[src/hw/tim_pkg.sv]
package tim_pkg;
    localparam int CNT_W = 14;
    localparam int NUM_SRC = 8;
    localparam int LVL_W = 3;
    localparam int IDX_W = 3;
    localparam int CTRL_W = 16;
    localparam int NEST_DIS_BIT = 15;
    localparam logic [CNT_W-1:0] CNT_ZERO = 14'h0000;
    localparam logic [CNT_W-1:0] CNT_ONE = 14'h0001;
    localparam logic [LVL_W-1:0] LVL_NONE = 3'h0;
    localparam logic [LVL_W-1:0] LVL_TOP = 3'h7;
    localparam logic [IDX_W-1:0] IDX_ZERO = 3'h0;

    typedef struct packed {
        logic flag;
        logic enable;
        logic [LVL_W-1:0] level;
    } source_t;

    typedef struct packed {
        logic valid;
        logic [IDX_W-1:0] index;
        logic [LVL_W-1:0] level;
    } pick_t;
endpackage

[src/hw/priority_pick.sv]
`timescale 1ns/1ps
`default_nettype none
module priority_pick
    import tim_pkg::*;
(
    input wire source_t [NUM_SRC-1:0] sources,
    input wire logic [LVL_W-1:0] cpu_level,
    input wire logic masked,
    output pick_t pick
);
    logic [NUM_SRC-1:0] eligible;

    genvar g;
    generate
        for (g = 0; g < NUM_SRC; g++)
        begin : g_elig
            // timed mask holds back levels 1 to 6 only; they stay pending
            assign eligible[g] = sources[g].flag && sources[g].enable
                && (sources[g].level > cpu_level) && (sources[g].level != LVL_NONE)
                && (!masked || sources[g].level == LVL_TOP);
        end
    endgenerate

    // highest level wins, lowest index on a tie
    always_comb
    begin
        pick = '0;
        for (int i = NUM_SRC - 1; i >= 0; i--)
        begin
            if (eligible[i] && (!pick.valid || sources[i].level >= pick.level))
            begin
                pick.valid = 1'b1;
                pick.index = IDX_W'(i);
                pick.level = sources[i].level;
            end
        end
    end
endmodule
`default_nettype wire

[src/hw/timed_interrupt_masking.sv]
// Function
// - a timed mask with count n blocks for n+1 cycles, its own cycle being the first.
// - the counter takes the count at the end of the mask instruction and then counts down to zero.
// - a mask instruction while the counter is nonzero reloads it and blocking continues.
// - a mask instruction in the cycle the counter just reached zero loads but does not block.
// - the timed mask blocks only levels 1 to 6, and only in the instruction cycle and while the counter is nonzero.
// - writing zero to the counter ends the masking at once, unless a mask instruction comes in the same cycle.
// - nesting is enabled when bit 15 of interrupt control 1 is zero.
// - a source in service is negated by level, enable or flag changes.
// - negating a source in service under nesting, then a higher request, raises an address trap.
`timescale 1ns/1ps
`default_nettype none
module timed_interrupt_masking
    import tim_pkg::*;
(
    input wire logic clk,
    input wire logic reset_n,
    input wire logic timed_interrupt_mask_instr,
    input wire logic [CNT_W-1:0] mask_count,
    input wire logic counter_wr,
    input wire logic [CNT_W-1:0] counter_wr_data,
    input wire logic [CTRL_W-1:0] interrupt_control_1,
    input wire logic [LVL_W-1:0] priority_level,
    input wire source_t [NUM_SRC-1:0] sources,
    input wire logic service_return,
    output logic [CNT_W-1:0] mask_cycle_counter,
    output logic masking_active,
    output logic irq_take,
    output logic [IDX_W-1:0] irq_index,
    output logic [LVL_W-1:0] irq_level,
    output logic in_service,
    output logic [LVL_W-1:0] service_level,
    output logic address_error_trap
);
    logic engaged_reg;
    logic just_zero_reg;
    logic negated_reg;
    logic [IDX_W-1:0] service_index_reg;
    logic masking;
    logic nest_en;
    logic take;
    logic hazard;
    logic neg_now;
    source_t cur;
    pick_t pick;

    assign nest_en = !interrupt_control_1[NEST_DIS_BIT];

    // the instruction cycle itself blocks, then the counted cycles
    assign masking = (mask_cycle_counter != CNT_ZERO && engaged_reg)
        || (timed_interrupt_mask_instr && !just_zero_reg);

    priority_pick u_pick (
        .sources(sources),
        .cpu_level(priority_level),
        .masked(masking),
        .pick(pick)
    );

    assign cur = sources[service_index_reg];
    assign neg_now = !cur.flag || !cur.enable || (cur.level <= priority_level);
    assign take = pick.valid && (!in_service || (nest_en && pick.level > service_level));
    assign hazard = in_service && nest_en && negated_reg;

    // instruction load beats a software write in the same cycle
    always_ff @(posedge clk)
    begin
        if (!reset_n)
            mask_cycle_counter <= CNT_ZERO;
        else if (timed_interrupt_mask_instr)
            mask_cycle_counter <= mask_count;
        else if (counter_wr)
            mask_cycle_counter <= counter_wr_data;
        else if (mask_cycle_counter != CNT_ZERO)
            mask_cycle_counter <= mask_cycle_counter - CNT_ONE;
    end

    // marks the cycle right after a countdown reached zero
    always_ff @(posedge clk)
    begin
        if (!reset_n)
            just_zero_reg <= 1'b0;
        else
            just_zero_reg <= (mask_cycle_counter == CNT_ONE)
                && !timed_interrupt_mask_instr && !counter_wr;
    end

    // silicon flaw kept on purpose: a load on that cycle does not re-engage
    always_ff @(posedge clk)
    begin
        if (!reset_n)
            engaged_reg <= 1'b0;
        else if (timed_interrupt_mask_instr)
            engaged_reg <= !just_zero_reg;
    end

    always_ff @(posedge clk)
    begin
        if (!reset_n)
            masking_active <= 1'b0;
        else
            masking_active <= masking;
    end

    // one level of service only; return drops to idle, not to the preempted level
    always_ff @(posedge clk)
    begin
        if (!reset_n)
        begin
            in_service <= 1'b0;
            service_level <= LVL_NONE;
            service_index_reg <= IDX_ZERO;
        end
        else if (take && !hazard)
        begin
            in_service <= 1'b1;
            service_level <= pick.level;
            service_index_reg <= pick.index;
        end
        else if (service_return)
        begin
            in_service <= 1'b0;
            service_level <= LVL_NONE;
        end
    end

    always_ff @(posedge clk)
    begin
        if (!reset_n)
        begin
            irq_take <= 1'b0;
            irq_index <= IDX_ZERO;
            irq_level <= LVL_NONE;
        end
        else
        begin
            irq_take <= take && !hazard;
            if (take && !hazard)
            begin
                irq_index <= pick.index;
                irq_level <= pick.level;
            end
        end
    end

    always_ff @(posedge clk)
    begin
        if (!reset_n)
            negated_reg <= 1'b0;
        else if (service_return || take || !in_service)
            negated_reg <= 1'b0;
        else if (neg_now)
            negated_reg <= 1'b1;
    end

    always_ff @(posedge clk)
    begin
        if (!reset_n)
            address_error_trap <= 1'b0;
        else
            address_error_trap <= take && hazard;
    end
endmodule
`default_nettype wire

[config.mk]
export PLATFORM = sky130hd
export DESIGN_NAME = timed_interrupt_masking
export DESIGN_NICKNAME = d
export VERILOG_FILES = /design/src/hw/tim_pkg.sv /design/src/hw/priority_pick.sv /design/src/hw/timed_interrupt_masking.sv
export SDC_FILE = /design/constraint.sdc
export NUM_CORES = 1
export LEC_CHECK = 0
export BUFFER_PORTS_ARGS = -buffer_cell sky130_fd_sc_hd__buf_2
export CAP_MARGIN = 20
export CELL_PAD_IN_SITES_DETAIL_PLACEMENT = 1
export CELL_PAD_IN_SITES_GLOBAL_PLACEMENT = 1
export CORE_UTILIZATION = 34
export DETAILED_ROUTE_END_ITERATION = 10
export GPL_TIMING_DRIVEN = 0
export PLACE_DENSITY = 0.8
export SLEW_MARGIN = 10
export SYNTH_ARGS = -nofsm -noshare
export SYNTH_HDL_FRONTEND = slang
export SYNTH_SLANG_ARGS = --single-unit
[constraint.sdc]
create_clock -name clk -period 12.6 [get_ports clk]
set_input_delay 0.63 -clock clk [delete_from_list [all_inputs] [get_ports clk]]
set_output_delay 0.63 -clock clk [all_outputs]
set_load 0.01 [all_outputs]
==> flow_summary.toml <==
[timing]
setup-tns-final_ns = 0
setup_viol = 0
worstMarginPinSlew_ns = 1.029
fin_ws_ns = 0.002983
max_freq_mhz = 79.38
max_slew_margin_pct = 30.76
min_period_ns = 12.60
drv_slew = 0
clock_skew_ns = 0.006374
post-route-period-util_pct = 99.98
finalHoldViolCount = 0
rsz0062_at_grt = "true"

[yosys]
synth_seq_cells = 30
synth_area_leader_cell = "ha_1"
synth_nets = 643
yosysMostFrequentCell = "ha_1"
synth_edf_count = 0
ys_async_sr_fraction_pct = 0
synthFlopType = "dfxtp_1"
avgSynthCellArea_sq_um = 7.741
synth_cells = 498
ys_seq_area_share_pct = 15.58
synth.distinct_cells = 66
synth_area_sq_mm = 0.003855
synth_commonest_cells = "ha_1 (53), nor2_1 (52), a21oi_1 (41)"
netlist.area_leader.share_pct = 17.20
yosys_warnings = 0
synth_area_leaders = "ha_1 (17%), dfxtp_1 (16%), a21oi_1 (5.3%)"

[worst_setup_path]
rr_worst_depth = 66
critical_path.most_common_cell = "a21o_1"
cp.required_ns = 12.80
cp.arrival_ns = 12.79
cp_num_cells = 66
critPathTopFamily = "compound AO/OA/AOI/OAI gates"
worstSetupPathType = "flip-flop to flip-flop"
max_stage_delay_ns = 0.57
crit_path_max_fanout = 6
critPathBufInv = 5
r2r_setup_slack_ns = 0.003
r2r_start = "mask_cycle_counter[5]"
r2r_end = "irq_index[1]"
start_kind = "flip-flop"
end_kind = "flip-flop"
worst_path_max_delay_cell = "or4_4"

[clock_tree]
path_clk_slew_ns = 0.05
numClockSinks = 30
h-tree-depth = 2
clk-insertion-delay-late_ns = 0.28
clk_root_buffer_cell = "clkbuf_16"
cts_tree = "done"
cts_buffer_depth = 2
cts_buffers = 5

[die]
core_area_sq_mm = 0.01094
ioPinCount = 119
die_w_um = 108.5
start_util_pct = 35.25
die-area_sq_mm = 0.01177
row_count = 38
fp.dieH_um = 108.5

[placed_design]
placed_cells = 741
dp_hpwl_um = 11400
gp_congestion = 0.8725
portBuffers = 102
dp_slack_ns = -2.387

[global_route]
grt_max_degree = 11
antenna_found_initial = 0
grt_pass1_vias = 5129
grt-ovfl-total = 0
grt_pass1_wl_um = 25670
grt_use_total_pct = 28.15

[routing]
drc = 0
via_per_inst = 6.133
wl_per_cell_um = 22.50
drt_wl_total_um = 18560
first_iter_violations = 292
ant_nets = 0
dr.pass1.iters = 5
vias = 5060

[power]
ir_drop_mv = 0.05097
power_density_mw_per_mm2 = 88.92
p_leak_nw = 2.565

[layout]
finalNonFillerCells = 825
final_net_count = 831
n_antenna_cell = 0
drive_gt1_share_pct = 42.48
largest_reg_flops = 14
fin_util_pct = 53.42
regMostFlops = "mask_cycle_counter"
area_growth_pct = 51.54

[run_status]
status = "finished, final reports clean"

[min_path]
whs_path_depth = 2
min_from = "irq_level[0]"
worst_hold_path_type = "flip-flop to flip-flop"
hold_end = "irq_level[0]"

[job]
maxCapViolCount = 0
## kinds of logic after synthesis
| logic type | after synthesis | synth area share (%) |
|---|---|---|
| AOI/OAI and AO/OA | 171 | 32.62 |
| xor gates and xnor gates | 8 | 1.818 |
| adders and majority gates | 53 | 17.20 |
| buffers and inverters | 44 | 4.609 |
| DFF | 30 | 15.58 |
| muxes | 13 | 5.453 |
| and+or+nand+nor | 179 | 22.72 |
## final cells by class
class / count / area (sq um)
buffer: 13 / 67.56
inverter: 29 / 116.4
tap: 140 / 175.2
sequential: 30 / 611.8
fill: 1357 / 5094
multi-input combinational: 424 / 3601
timing repair buffer: 183 / 1131
clock buffer: 6 / 138.9
## worst max-delay path by stage
stage                          startpoint          endpoint  slack [ns]
floorplan           mask_cycle_counter[1]      irq_level[2]        0.09
global placement    mask_cycle_counter[1]  service_level[2]       -1.87
detailed placement  mask_cycle_counter[0]      irq_level[0]       -2.39
CTS                 mask_cycle_counter[0]      irq_level[2]       0.004
global route        mask_cycle_counter[5]      irq_index[1]       -0.43
finish              mask_cycle_counter[5]      irq_index[1]       0.003
## through the flow
step | hold WS (ns) | power, W | cell area [sq um]
after detailed placement | 0.4962 | 0.0003064 | 4553
final | 0.5095 | 0.0005195 | 5842
after floorplan | 0.4723 | 0.0002378 | 3862
after global placement | 0.4841 | 0.0002951 | 4548
after CTS | 0.5038 | 0.0004623 | 5219
after global routing | 0.5439 | 0.0005446 | 5842
## power by group
part | internal, W | total (W) | switching, W
combinational | 0.000134 | 0.000288 | 0.000154
clock | 0.0000763 | 0.000118 | 0.0000421
sequential | 0.000104 | 0.000113 | 0.00000938
total | 0.000314 | 0.000519 | 0.000206
## cell usage in the layout, fill, tap and decap left out, types with 6 or more instances in the layout
| cell | n |
|---|---|
| a21oi_2 | 7 |
| a31oi_1 | 7 |
| ha_4 | 6 |
| nand2_2 | 7 |
| buf_2 | 103 |
| buf_4 | 76 |
| o21ai_0 | 20 |
| ha_1 | 47 |
| nor3_1 | 14 |
| inv_1 | 24 |
| o211ai_1 | 14 |
| nand3_1 | 21 |
| nand2b_1 | 12 |
| clkbuf_1 | 11 |
| o31ai_1 | 6 |
| a21o_1 | 8 |
| nand2b_4 | 6 |
| a21oi_1 | 32 |
| dfxtp_1 | 27 |
| nor2_1 | 49 |
| mux4_2 | 6 |
| a22oi_1 | 9 |
| nand2_1 | 27 |
| o21a_1 | 9 |
## tightest hold or removal path, stage by stage, from the launching register on
cell and delay (ns):
dfxtp_1 0.30, nor2_1 0.10, nor4_1 0.06
## routing by layer
layer	part of all wire, %	GRT usage, %	vias to the layer above
met1	39	32.42	2500
li1	-	-	2268
met3	6.2	4.400	79
met2	51	50.90	213
met5	0	0	-
met4	4.6	12.36	0
## repair_timing
item	CTS	global route
hold endpoints to repair	0	0
resized for setup	52	63
pin swaps	15	51
cloned	1	0
endpoints found under the setup margin	13	13
setup buffers	40	41
hold buffers	0	0
Power figures use the tool's default switching activity.
